`config.mk`:
```
export PLATFORM = sky130hd
export DESIGN_NAME = dsrt_response_tear
export DESIGN_NICKNAME = d
export VERILOG_FILES = /design/src/include/dsrt_pkg.sv /design/src/include/dsrt_pps_if.sv /design/src/logic/dsrt_pps_mem.sv /design/src/logic/dsrt_response_tear.sv
export VERILOG_INCLUDE_DIRS = /design/src /design/src/include
export SDC_FILE = /design/constraint.sdc
export NUM_CORES = 2
export LEC_CHECK = 0
export ABC_AREA = 1
export BUFFER_PORTS_ARGS = -buffer_cell sky130_fd_sc_hd__buf_2
export CAP_MARGIN = 20
export CORE_ASPECT_RATIO = 1.75
export CORE_MARGIN = 4
export CORE_UTILIZATION = 48
export DETAILED_ROUTE_END_ITERATION = 16
export PLACE_DENSITY = 0.73
export SKIP_CTS_REPAIR_TIMING = 1
export SLEW_MARGIN = 20
export SYNTH_ARGS = -nofsm -noshare
export SYNTH_HDL_FRONTEND = slang
export SYNTH_SLANG_ARGS = --single-unit
```
`constraint.sdc`:
```
create_clock -name aclk -period 3.7 [get_ports aclk]
set_input_delay 0.185 -clock aclk [delete_from_list [all_inputs] [get_ports aclk]]
set_output_delay 0.185 -clock aclk [all_outputs]
set_load 0.01 [all_outputs]
```
`src/include/dsrt_map.svh`:
```
`ifndef DSRT_MAP_SVH
`define DSRT_MAP_SVH
// error field bit positions
`define DSRT_ERR_SOT 0
`define DSRT_ERR_SOT_SYNC 1
`define DSRT_ERR_EOT_SYNC 2
`define DSRT_ERR_ESC 3
`define DSRT_ERR_LP_SYNC 4
`define DSRT_ERR_HS_TMO 5
`define DSRT_ERR_FALSE_CTL 6
`define DSRT_ERR_ECC1 8
`define DSRT_ERR_ECC2 9
`define DSRT_ERR_CKSUM 10
`define DSRT_ERR_DTYPE 11
`define DSRT_ERR_VC 12
`define DSRT_ERR_MASK 16'h1F7F
// response data types
`define DSRT_DT_ACK_ERR 6'h02
`define DSRT_DT_GEN_RD1 6'h11
`define DSRT_DT_GEN_RD2 6'h12
`define DSRT_DT_GEN_LONG 6'h1A
`define DSRT_DT_DCS_LONG 6'h1C
`define DSRT_DT_DCS_RD1 6'h21
`define DSRT_DT_DCS_RD2 6'h22
// incoming data types
`define DSRT_DT_DCS_SW1 6'h15
`define DSRT_DT_DCS_SW0 6'h05
`define DSRT_DT_DCS_LW 6'h39
`define DSRT_DT_CMP_MODE 6'h07
`define DSRT_DT_PPS 6'h0A
`define DSRT_DT_CMP_PIX 6'h0B
// display commands
`define DSRT_CMD_TEAR_OFF 8'h34
`define DSRT_CMD_TEAR_ON 8'h35
`define DSRT_CMD_TEAR_LINE 8'h44
// register byte addresses
`define DSRT_REG_CTRL 8'h00
`define DSRT_REG_STATUS 8'h04
`define DSRT_REG_ERR 8'h08
`define DSRT_REG_RDDATA 8'h0C
`define DSRT_REG_TEAR 8'h10
`define DSRT_REG_CMP 8'h14
`define DSRT_REG_PPS 8'h18
`define DSRT_REG_TX 8'h1C
// tear pulse width in ns and core cycles
`define DSRT_TEAR_PULSE_NS 80
`define DSRT_CLK_NS 40
`define DSRT_TEAR_PULSE_CYC ((`DSRT_TEAR_PULSE_NS + `DSRT_CLK_NS - 1) / `DSRT_CLK_NS)
`endif

```
`src/include/dsrt_pkg.sv`:
```
package dsrt_pkg;
  typedef enum {
    DSRT_IDLE, DSRT_HDR, DSRT_PAY, DSRT_CKS, DSRT_ERRPKT, DSRT_WAIT
  } dsrt_tx_e;
  typedef logic [7:0] dsrt_byte_t;
endpackage

```
`src/include/dsrt_pps_if.sv`:
```
`timescale 1ns/10ps
`default_nettype none
// write and read path of the parameter table store
interface dsrt_pps_if #(parameter int AW = 8);
  logic we;
  logic [AW-1:0] waddr;
  logic [7:0] wdata;
  logic [AW-1:0] raddr;
  logic [7:0] rdata;
  modport ctrl (output we, output waddr, output wdata, output raddr, input rdata);
  modport mem (input we, input waddr, input wdata, input raddr, output rdata);
endinterface
`default_nettype wire

```
`src/logic/dsrt_pps_mem.sv`:
```
`timescale 1ns/10ps
`default_nettype none
module dsrt_pps_mem #(
  parameter int AW = 8
) (
  input wire logic aclk,
  dsrt_pps_if.mem pps
);
  logic [7:0] mem [0:(1<<AW)-1];
  logic [7:0] rd;
  // registered read and write
  always_ff @(posedge aclk) begin
    if (pps.we) begin
      mem[pps.waddr] <= pps.wdata;
    end
    rd <= mem[pps.raddr];
  end
  assign pps.rdata = rd;
endmodule // dsrt_pps_mem
`default_nettype wire

```
`src/logic/dsrt_response_tear.sv`:
```
// The implementer's own choices: the placing of the registers and the AXI4-Lite interface to the registers.
`timescale 1ns/10ps
`default_nettype none
`include "dsrt_map.svh"
module dsrt_response_tear #(
  parameter int PPS_AW = 8,
  parameter int MAX_RD = 16
) (
  input wire logic aclk,
  input wire logic aresetn,
  // packet receiver side
  input wire logic rx_valid,
  input wire logic [5:0] rx_dtype,
  input wire logic [1:0] rx_vc,
  input wire logic [15:0] rx_hdr_data,
  input wire logic rx_byte_valid,
  input wire logic [7:0] rx_byte,
  input wire logic rx_end,
  input wire logic [15:0] rx_err,
  input wire logic bta_grant,
  input wire logic lp_mode,
  input wire logic lane_clk,
  // display timing
  input wire logic vsync,
  input wire logic hsync,
  // reverse byte stream on lane 0, tear output, decompression mode and command discard flag
  output logic lane0_valid,
  output logic [7:0] lane0_byte,
  output logic lane0_last,
  output logic tear_sync_output,
  output logic decomp_enable,
  output logic [1:0] decomp_algo,
  output logic [1:0] decomp_table,
  output logic cmd_discard,
  // axi4-lite slave
  input wire logic [7:0] s_axi_awaddr,
  input wire logic s_axi_awvalid,
  output logic s_axi_awready,
  input wire logic [31:0] s_axi_wdata,
  input wire logic [3:0] s_axi_wstrb,
  input wire logic s_axi_wvalid,
  output logic s_axi_wready,
  output logic [1:0] s_axi_bresp,
  output logic s_axi_bvalid,
  input wire logic s_axi_bready,
  input wire logic [7:0] s_axi_araddr,
  input wire logic s_axi_arvalid,
  output logic s_axi_arready,
  output logic [31:0] s_axi_rdata,
  output logic [1:0] s_axi_rresp,
  output logic s_axi_rvalid,
  input wire logic s_axi_rready
);
  import dsrt_pkg::*;

  // ---------------------------------------------------------------
  // functions
  // ---------------------------------------------------------------
  // packet header ecc over 24 header bits
  function automatic logic [7:0] hdr_ecc(input logic [23:0] d);
    logic [5:0] p;
    p[0] = ^(d & 24'hF12CB7);
    p[1] = ^(d & 24'hF2555B);
    p[2] = ^(d & 24'h749A6D);
    p[3] = ^(d & 24'hB8E38E);
    p[4] = ^(d & 24'hDF03F0);
    p[5] = ^(d & 24'hEFFC00);
    return {2'b00, p};
  endfunction
  // crc16 step, polynomial x16+x12+x5+1, lsb first
  function automatic logic [15:0] crc_step(input logic [15:0] c, input logic [7:0] b);
    logic [15:0] r;
    r = c;
    for (int i = 0; i < 8; i++) begin
      r = (r[0] ^ b[i]) ? ((r >> 1) ^ 16'h8408) : (r >> 1);
    end
    return r;
  endfunction

  // ---------------------------------------------------------------
  // pin synchronisers
  // ---------------------------------------------------------------
  logic [1:0] vs_s, hs_s, lck_s;
  logic vs_d, hs_d;
  always_ff @(posedge aclk) begin
    vs_s <= {vs_s[0], vsync};
    hs_s <= {hs_s[0], hsync};
    lck_s <= {lck_s[0], lane_clk};
    vs_d <= vs_s[1];
    hs_d <= hs_s[1];
  end
  wire vs_rise = vs_s[1] & ~vs_d;
  wire hs_rise = hs_s[1] & ~hs_d;

  // ---------------------------------------------------------------
  // register and control state
  // ---------------------------------------------------------------
  logic [15:0] err_acc;
  logic tear_on, tear_mode;
  logic [15:0] tear_line;
  logic [7:0] cmp_pend, cmp_live;
  logic [31:0] rd_ctrl;
  logic [7:0] rd_word [0:3];
  logic [PPS_AW-1:0] pps_ptr, pps_raddr;
  logic pps_wr;
  logic [15:0] tx_count;
  dsrt_pps_if #(.AW(PPS_AW)) pps_bus ();

  dsrt_pps_mem #(.AW(PPS_AW)) u_pps (
    .aclk(aclk),
    .pps(pps_bus)
  );

  // incoming packet classification
  wire err_uncorr = |(rx_err & 16'h0203);
  wire is_sw1 = rx_valid & (rx_dtype == `DSRT_DT_DCS_SW1);
  wire is_sw0 = rx_valid & (rx_dtype == `DSRT_DT_DCS_SW0);
  wire is_lw = rx_valid & (rx_dtype == `DSRT_DT_DCS_LW);
  wire is_cmp = rx_valid & (rx_dtype == `DSRT_DT_CMP_MODE);
  wire is_pps = rx_valid & (rx_dtype == `DSRT_DT_PPS) & (rx_hdr_data != 16'h0000);
  wire exec_ok = ~err_uncorr;
  assign cmd_discard = rx_valid & err_uncorr;
  logic lw_tear;
  logic [1:0] lw_cnt;

  // ---------------------------------------------------------------
  // tear command decode
  // ---------------------------------------------------------------
  always_ff @(posedge aclk) begin
    if (!aresetn) begin
      tear_on <= 1'b0;
      tear_mode <= 1'b0;
      tear_line <= 16'h0000;
      lw_tear <= 1'b0;
      lw_cnt <= 2'b00;
    end else begin
      if (exec_ok & is_sw1 & (rx_hdr_data[7:0] == `DSRT_CMD_TEAR_ON)) begin
        tear_on <= 1'b1;
        tear_mode <= rx_hdr_data[8];
      end
      if (exec_ok & (is_sw0 | is_sw1) & (rx_hdr_data[7:0] == `DSRT_CMD_TEAR_OFF)) begin
        tear_on <= 1'b0;
      end
      if (exec_ok & is_lw) begin
        lw_cnt <= 2'b00;
        lw_tear <= 1'b1;
      end else if (rx_byte_valid & lw_tear) begin
        lw_cnt <= lw_cnt + 2'd1;
        if (lw_cnt == 2'd0 && rx_byte != `DSRT_CMD_TEAR_LINE) begin
          lw_tear <= 1'b0;
        end
        if (lw_cnt == 2'd1) begin
          tear_line[15:8] <= rx_byte;
        end
        if (lw_cnt == 2'd2) begin
          tear_line[7:0] <= rx_byte;
          lw_tear <= 1'b0;
        end
      end
      if (rx_end & lw_tear) begin
        lw_tear <= 1'b0;
      end
    end
  end

  // ---------------------------------------------------------------
  // tear output generator
  // ---------------------------------------------------------------
  logic [15:0] line_cnt;
  logic [2:0] pulse_cnt;
  wire line_hit = tear_mode & (tear_line != 16'h0000) & hs_rise &
                  (line_cnt + 16'd1 == tear_line);
  always_ff @(posedge aclk) begin
    if (!aresetn) begin
      line_cnt <= 16'h0000;
      pulse_cnt <= 3'd0;
    end else begin
      line_cnt <= vs_rise ? 16'h0000 : (hs_rise ? line_cnt + 16'd1 : line_cnt);
      if (line_hit) begin
        pulse_cnt <= 3'(`DSRT_TEAR_PULSE_CYC);
      end else if (pulse_cnt != 3'd0) begin
        pulse_cnt <= pulse_cnt - 3'd1;
      end
    end
  end
  logic next_tear;
  always_comb begin
    if (!tear_on) begin
      next_tear = 1'b0;
    end else if (!tear_mode) begin
      next_tear = vs_s[1];
    end else if (tear_line == 16'h0000) begin
      next_tear = vs_s[1] | hs_s[1];
    end else begin
      next_tear = pulse_cnt != 3'd0;
    end
  end
  always_ff @(posedge aclk) begin
    if (!aresetn) begin
      tear_sync_output <= 1'b0;
    end else begin
      tear_sync_output <= next_tear;
    end
  end

  // ---------------------------------------------------------------
  // compression mode and parameter table
  // ---------------------------------------------------------------
  always_ff @(posedge aclk) begin
    if (!aresetn) begin
      cmp_pend <= 8'h00;
      cmp_live <= 8'h00;
      pps_ptr <= '0;
    end else begin
      if (exec_ok & is_cmp) begin
        cmp_pend <= {2'b00, rx_hdr_data[5:4], 1'b0, rx_hdr_data[2:0]};
      end
      if (vs_rise) begin
        cmp_live <= cmp_pend;
      end
      if (exec_ok & is_pps) begin
        pps_ptr <= '0;
      end else if (pps_wr & rx_byte_valid) begin
        pps_ptr <= pps_ptr + 1'b1;
      end
    end
  end
  logic pps_active;
  always_ff @(posedge aclk) begin
    if (!aresetn) begin
      pps_active <= 1'b0;
    end else if (exec_ok & is_pps) begin
      pps_active <= 1'b1;
    end else if (rx_end) begin
      pps_active <= 1'b0;
    end
  end
  // table 0 only is writable here; other selectors leave the store untouched
  assign pps_wr = pps_active & (cmp_pend[5:4] == 2'b00);
  assign pps_bus.we = pps_wr & rx_byte_valid;
  assign pps_bus.waddr = pps_ptr;
  assign pps_bus.wdata = rx_byte;
  assign pps_bus.raddr = pps_raddr;
  assign decomp_enable = cmp_live[0];
  assign decomp_algo = cmp_live[2:1];
  assign decomp_table = cmp_live[5:4];

  // ---------------------------------------------------------------
  // reverse packet transmitter
  // ---------------------------------------------------------------
  dsrt_tx_e state;
  logic [7:0] hdr [0:3];
  logic [1:0] bidx;
  logic [15:0] pidx, crc;
  logic send_err, rd_pend;
  logic [15:0] err_snap;
  logic [1:0] rd_vc_q;
  wire [15:0] err_in = rx_valid ? (rx_err & `DSRT_ERR_MASK) : 16'h0000;
  wire [15:0] err_all = err_acc | err_in;
  wire [1:0] rd_kind = rd_ctrl[1:0];
  wire [15:0] rd_len = rd_ctrl[31:16];
  wire rd_long = rd_len > 16'd2;
  wire [5:0] rd_dt = rd_kind[0] ?
      (rd_long ? `DSRT_DT_DCS_LONG : (rd_len == 16'd1 ? `DSRT_DT_DCS_RD1 : `DSRT_DT_DCS_RD2)) :
      (rd_long ? `DSRT_DT_GEN_LONG : (rd_len == 16'd1 ? `DSRT_DT_GEN_RD1 : `DSRT_DT_GEN_RD2));
  wire [15:0] rd_field = rd_long ? rd_len : {rd_word[1], rd_word[0]};
  wire [23:0] rd_h = {rd_field, rd_vc_q, rd_dt};
  wire [23:0] er_h = {err_snap, rd_vc_q, `DSRT_DT_ACK_ERR};
  wire [7:0] pay_byte = (pidx < 16'd4) ? rd_word[pidx[1:0]] : pps_bus.rdata;
  wire start_ok = bta_grant & lp_mode;
  wire tx_err_done = (state == DSRT_ERRPKT) & (bidx == 2'd3);

  always_ff @(posedge aclk) begin
    if (!aresetn) begin
      err_acc <= 16'h0000;
    end else if (tx_err_done) begin
      err_acc <= err_in; // new errors win over the clear
    end else begin
      err_acc <= err_all;
    end
  end

  always_ff @(posedge aclk) begin
    if (!aresetn) begin
      state <= DSRT_IDLE;
      bidx <= 2'd0;
      pidx <= 16'h0000;
      crc <= 16'hFFFF;
      send_err <= 1'b0;
      err_snap <= 16'h0000;
      rd_vc_q <= 2'b00;
      tx_count <= 16'h0000;
    end else begin
      case (state)
        DSRT_IDLE: begin
          bidx <= 2'd0;
          pidx <= 16'h0000;
          crc <= 16'hFFFF;
          err_snap <= err_all;
          rd_vc_q <= rx_vc;
          send_err <= err_all != 16'h0000;
          if (start_ok) begin
            if (rd_pend && (err_all & 16'h0203) == 16'h0000) begin
              state <= DSRT_HDR;
            end else if (err_all != 16'h0000) begin
              state <= DSRT_ERRPKT;
            end
          end
        end
        DSRT_HDR: begin
          bidx <= bidx + 2'd1;
          if (bidx == 2'd3) begin
            state <= rd_long ? DSRT_PAY : (send_err ? DSRT_ERRPKT : DSRT_WAIT);
          end
        end
        DSRT_PAY: begin
          crc <= crc_step(crc, pay_byte);
          pidx <= pidx + 16'd1;
          if (pidx + 16'd1 == rd_len) begin
            state <= DSRT_CKS;
          end
        end
        DSRT_CKS: begin
          bidx <= bidx + 2'd1;
          if (bidx == 2'd1) begin
            bidx <= 2'd0;
            state <= send_err ? DSRT_ERRPKT : DSRT_WAIT;
          end
        end
        DSRT_ERRPKT: begin
          bidx <= bidx + 2'd1;
          if (bidx == 2'd3) begin
            state <= DSRT_WAIT;
          end
        end
        DSRT_WAIT: begin
          tx_count <= tx_count + 16'd1;
          if (!bta_grant) begin
            state <= DSRT_IDLE;
          end
        end
        default: state <= DSRT_IDLE;
      endcase
    end
  end
  assign pps_raddr = PPS_AW'(pidx - 16'd3);
  // byte outputs picked from state
  always_comb begin
    hdr[0] = (state == DSRT_ERRPKT) ? er_h[7:0] : rd_h[7:0];
    hdr[1] = (state == DSRT_ERRPKT) ? er_h[15:8] : rd_h[15:8];
    hdr[2] = (state == DSRT_ERRPKT) ? er_h[23:16] : rd_h[23:16];
    hdr[3] = (state == DSRT_ERRPKT) ? hdr_ecc(er_h) : hdr_ecc(rd_h);
  end
  always_ff @(posedge aclk) begin
    if (!aresetn) begin
      lane0_valid <= 1'b0;
      lane0_byte <= 8'h00;
      lane0_last <= 1'b0;
    end else begin
      lane0_valid <= (state == DSRT_HDR) | (state == DSRT_PAY) |
                     (state == DSRT_CKS) | (state == DSRT_ERRPKT);
      lane0_byte <= (state == DSRT_PAY) ? pay_byte :
                    (state == DSRT_CKS) ? (bidx[0] ? crc[15:8] : crc[7:0]) : hdr[bidx];
      lane0_last <= tx_err_done | ((state == DSRT_HDR) & (bidx == 2'd3) & ~rd_long & ~send_err) |
                    ((state == DSRT_CKS) & (bidx == 2'd1) & ~send_err);
    end
  end

  // ---------------------------------------------------------------
  // axi4-lite slave
  // ---------------------------------------------------------------
  logic aw_held, w_held;
  logic [7:0] aw_q;
  logic [31:0] w_q;
  wire do_wr = aw_held & w_held & ~s_axi_bvalid;
  assign s_axi_awready = ~aw_held;
  assign s_axi_wready = ~w_held;
  assign s_axi_arready = ~s_axi_rvalid;
  wire rd_done = (state == DSRT_HDR) & (bidx == 2'd0);
  always_ff @(posedge aclk) begin
    if (!aresetn) begin
      aw_held <= 1'b0;
      w_held <= 1'b0;
      aw_q <= 8'h00;
      w_q <= 32'h00000000;
      s_axi_bvalid <= 1'b0;
      s_axi_bresp <= 2'b00;
      rd_ctrl <= 32'h00000000;
      rd_pend <= 1'b0;
      for (int i = 0; i < 4; i++) begin
        rd_word[i] <= 8'h00;
      end
    end else begin
      if (s_axi_awvalid & ~aw_held) begin
        aw_held <= 1'b1;
        aw_q <= s_axi_awaddr;
      end
      if (s_axi_wvalid & ~w_held) begin
        w_held <= 1'b1;
        w_q <= s_axi_wdata;
      end
      if (rd_done) begin
        rd_pend <= 1'b0;
      end
      if (do_wr) begin
        aw_held <= 1'b0;
        w_held <= 1'b0;
        s_axi_bvalid <= 1'b1;
        s_axi_bresp <= (aw_q == `DSRT_REG_CTRL || aw_q == `DSRT_REG_RDDATA) ? 2'b00 : 2'b10;
        if (aw_q == `DSRT_REG_CTRL) begin
          rd_ctrl <= {16'(w_q[31:16] > 16'(MAX_RD) ? 16'(MAX_RD) : w_q[31:16]), 14'h0000,
                      w_q[1:0]};
          rd_pend <= w_q[1];
        end
        if (aw_q == `DSRT_REG_RDDATA) begin
          for (int i = 0; i < 4; i++) begin
            rd_word[i] <= w_q[8*i +: 8];
          end
        end
      end else if (s_axi_bvalid & s_axi_bready) begin
        s_axi_bvalid <= 1'b0;
      end
    end
  end
  // read mux
  logic [31:0] next_rdata;
  always_comb begin
    case (s_axi_araddr)
      `DSRT_REG_CTRL: next_rdata = rd_ctrl;
      `DSRT_REG_STATUS: next_rdata = {24'h000000, 3'b000, rd_pend, lck_s[1], tear_sync_output,
                                      state == DSRT_IDLE, decomp_enable};
      `DSRT_REG_ERR: next_rdata = {16'h0000, err_acc};
      `DSRT_REG_RDDATA: next_rdata = {rd_word[3], rd_word[2], rd_word[1], rd_word[0]};
      `DSRT_REG_TEAR: next_rdata = {14'h0000, tear_mode, tear_on, tear_line};
      `DSRT_REG_CMP: next_rdata = {16'h0000, cmp_pend, cmp_live};
      `DSRT_REG_PPS: next_rdata = {24'h000000, 8'(pps_ptr)};
      `DSRT_REG_TX: next_rdata = {16'h0000, tx_count};
      default: next_rdata = 32'h00000000;
    endcase
  end
  always_ff @(posedge aclk) begin
    if (!aresetn) begin
      s_axi_rvalid <= 1'b0;
      s_axi_rdata <= 32'h00000000;
      s_axi_rresp <= 2'b00;
    end else if (s_axi_arvalid & ~s_axi_rvalid) begin
      s_axi_rvalid <= 1'b1;
      s_axi_rdata <= next_rdata;
      s_axi_rresp <= (s_axi_araddr[7:5] == 3'b000 && s_axi_araddr[1:0] == 2'b00) ? 2'b00 : 2'b10;
    end else if (s_axi_rvalid & s_axi_rready) begin
      s_axi_rvalid <= 1'b0;
    end
  end
endmodule // dsrt_response_tear
`default_nettype wire

```
==> run summary <==
Kind of critical path: flip-flop to flip-flop
Number of synthesized flops with an enable pin: 2080
Internal power contribution: 45390 µW
Worst vdd rail ir drop: 445.9 µV
Cell with the largest stage delay on the worst path: sky130_fd_sc_hd__o22ai_1
Worst hold slack after final layout: -22.21 ps
Number of antenna violations at the first check in global routing: 2
Share of synthesized area occupied by flip-flops and latches: 70.04%
Die footprint: 209100 µm²
Number of vias in the routed layout: 69103
Initial cell density of the core: 48.35%
RD Place Congestion: 0.9812
Actual transition at the worst max-transition pin: 1034 ps
Largest net degree at the start of global routing: 168
Clock Latency Late Sink: 850 ps
Area of the placeable core: 200100 µm²
Critical Path Start Type: flip-flop
Violated checks: hold timing
Netlist Area Pre-Place: 96750 µm²
Crit-path max FO: 117
Unrepaired setup endpoints after global routing: false
Maximum level of the CTS H-tree: 4
WL/cell: 24.40 µm
DR vias/cell: 5.986
Critical path buffers and inverters: 4
Cell with the most instances after synthesis: sky130_fd_sc_hd__edfxtp_1
Port Buffers: 162
Switching power share of the total: 32.13%
Placed cells: 11036
Instance count of the mapped netlist: 8523
HPWL after detailed placement: 178800 µm
Cell types occupying the most area after synthesis: sky130_fd_sc_hd__edfxtp_1 65%, sky130_fd_sc_hd__o21ai_0 7.5%, sky130_fd_sc_hd__nor2_1 7.0%
Final setup violating endpoints: 0
WP data required: 4490 ps
Final max-slew violation count: 0
Vias in the first global route: 66206
Crit. End Element: flip-flop
Final-layout fill cell count: 15990
Worst-case headroom to the max-slew limit: 31.05%
Cell leakage power: 0.03688 µW
Non-filler instance count after layout: 11544
Status: finished with violations
Synth-to-layout area growth: 12.88%
GRT met1 Usage: 28.05%
ANT nets after route: 0
Setup tns final: 0 ps
Reg clk slew, reported paths: 70 ps
Floorplan row count: 217
Asr flop ratio synth: 0%
Final cell utilization of the core: 54.58%
Yosys Warn Count: 0
Num Clock Sinks: 2345
Biggest area consumer among synthesized cells: sky130_fd_sc_hd__edfxtp_1
Post-Synthesis Mean Instance Area: 11.35 µm²
Number of nets in the layout: 8886
Starting DRC count in detailed routing: 8151
Total gr overflow: 0
Category of cells accounting for the largest share of critical-path delay: compound AO/OA/AOI/OAI gates
Count of different cell masters after synthesis: 61
Fraction of layout instances using a drive strength above 1: 9.336%
Clk_skew: 62.39 ps
Number of max-cap violations: 0
Commonest cells in the synthesized netlist: 2080 x sky130_fd_sc_hd__edfxtp_1, 1803 x sky130_fd_sc_hd__nor2_1, 1449 x sky130_fd_sc_hd__o21ai_0
Arrival time of the worst setup path: 4370 ps
P per Cell Area: 612.4 nW/µm²
Fraction of synthesized cell area taken by the top area cell type: 64.56%
GRT Overall Usage: 25.72%
Clock Tree Buf Depth: 4
Portion of the clock cycle consumed by the worst path in the final layout: 96.74%
Kind of path behind the tightest hold check: input pin to flip-flop
Net switching component of the power: 21490 µW
Slowest Stage Delay on Critical Path: 770 ps
Die Y: 601.9 µm
GR met2 Demand/Resource: 45.17%
Clock group share of total power: 30.7%
TritonCTS clock tree: built
Top FF cell, synth: sky130_fd_sc_hd__edfxtp_1
Wire length of the first global-routing pass: 411400 µm
Root Buffer Master: sky130_fd_sc_hd__clkbuf_16
DRC violation count after routing: 0
Number of optimization iterations in the first detailed-route pass: 6
Critical path cell sequence: buf_12 > inv_16 > buf_12 > buf_4 > o21ai_0 > o22ai_1 > nor2_1 > o22ai_1 > o21ai_0 > o22ai_1 > nand2_1 > nand2_1 > nand2_1 > o21ai_1
Combinational fraction of design power: 25.2%
Number of primary I/O pins: 173
Share of total power in sequential cells: 44.1%
Min Tclk post-route: 3579 ps
Final wirelength: 281700 µm
Flop and latch count out of synthesis: 2345
GR Util met3: 3.540%
Timing-limited maximum frequency: 0.2794 GHz
Hold violation count in the final report: 1
Peak-usage layer in the global routing report: met2
Num CTS Buffers: 197
Die width: 347.4 µm
## cell usage in the layout (no fill, tap or decap), types with 39 or more instances in the layout
master and instances:
sky130_fd_sc_hd__o21ai_0 1448, sky130_fd_sc_hd__nand4_1 44, sky130_fd_sc_hd__clkbuf_1 39, sky130_fd_sc_hd__edfxtp_1 2080, sky130_fd_sc_hd__nand3_1 95, sky130_fd_sc_hd__clkinv_1 39, sky130_fd_sc_hd__clkinv_2 41, sky130_fd_sc_hd__o21ai_1 113
sky130_fd_sc_hd__o22ai_1 706, sky130_fd_sc_hd__inv_1 288, sky130_fd_sc_hd__buf_2 153, sky130_fd_sc_hd__dlygate4sd3_1 149, sky130_fd_sc_hd__dfxtp_1 264, sky130_fd_sc_hd__xor2_1 57, sky130_fd_sc_hd__nand2_1 592, sky130_fd_sc_hd__buf_12 53
sky130_fd_sc_hd__clkbuf_16 200, sky130_fd_sc_hd__nor2_1 1802, sky130_fd_sc_hd__buf_4 246, sky130_fd_sc_hd__a21oi_1 217
## layer usage
metal	routed length [µm]	part of all wire, %	up-vias
li1	-	-	31117
met1	93780	33	33507
met2	142700	51	3560
met3	20240	7.2	919
met4	25010	8.9	0
met5	0	0	-
## tightest hold or removal path, stage by stage
cell                        delay (ps)
sky130_fd_sc_hd__buf_2             100
sky130_fd_sc_hd__nor3_1            100
sky130_fd_sc_hd__nand3_1           100
sky130_fd_sc_hd__o2111ai_1         130
sky130_fd_sc_hd__nand2_1            90
sky130_fd_sc_hd__a21oi_1            50
## metrics by stage
| stage | area, µm² | worst slack [ps] | total power [µW] |
|---|---|---|---|
| 5_1_grt | 109200 | 75.06 | 69450 |
| 6_report | 109200 | 120.6 | 66880 |
| 3_3_place_gp | 101500 | 293.4 | 46070 |
| 2_1_floorplan | 96750 | 17.41 | 40270 |
| 3_5_place_dp | 101500 | 269.1 | 46410 |
| 4_1_cts | 107700 | 271.8 | 66610 |
## cells by family after synthesis
group,Yosys count,share of synthesized area (%)
AO/OA/AOI/OAI,2547,14.28
other,1,0.003876
XOR/XNOR,92,0.9247
AND/OR/NAND/NOR,2631,10.74
flip-flops,2345,70.04
adder cells (fa/ha/maj),15,0.1940
buffers and inverters,892,3.814
## sequential cells by signal, indices dropped and copies added, names as in the netlist, 5 cells and up, named ones only
register	flops
lane0_byte	8
cmp_live	5
pps_bus.waddr	8
tx_count	16
aw_q	8
s_axi_rdata	32
line_cnt	16
u_pps.pps.rdata	8
err_snap	12
u_pps.mem	2048
rd_ctrl	18
cmp_pend	5
w_q	32
pidx	16
err_acc	12
crc	16
rd_word	32
tear_line	16
## cell type report
class / instances / area, µm² / area share [%]
Antenna cell: 4 / 10.01 / 0.009165
Clock buffer: 243 / 5206 / 4.767
Clock inverter: 112 / 1039 / 0.9509
Inverter: 316 / 1217 / 1.115
Multi-Input combinational cell: 5287 / 25400 / 23.26
Sequential cell: 2345 / 67770 / 62.05
Tap cell: 2628 / 3288 / 3.011
Timing Repair Buffer: 609 / 5285 / 4.839
## power groups by stage
stage               Clock (µW)  Sequential, µW  Combinational (µW)
floorplan                    0           29800               10400
global placement             0           30000               16000
detailed placement           0           30000               16400
CTS                      20700           29500               16500
global route             21800           29500               18200
finish                   20500           29500               16900
## final timing paths
| check | slack, ps | startpoint | depth (start not counted) | to |
|---|---|---|---|---|
| max | 120 | pidx[0] | 14 | u_pps.pps.rdata[1] |
| min | -20 | s_axi_araddr[3] | 6 | s_axi_rdata[2] |
| max reg2reg | 120 | pidx[0] | 14 | u_pps.pps.rdata[1] |
| min reg2reg | 330 | vs_s[0] | 0 | vs_s[1] |
No activity file was read; power rests on OpenSTA's default activity.
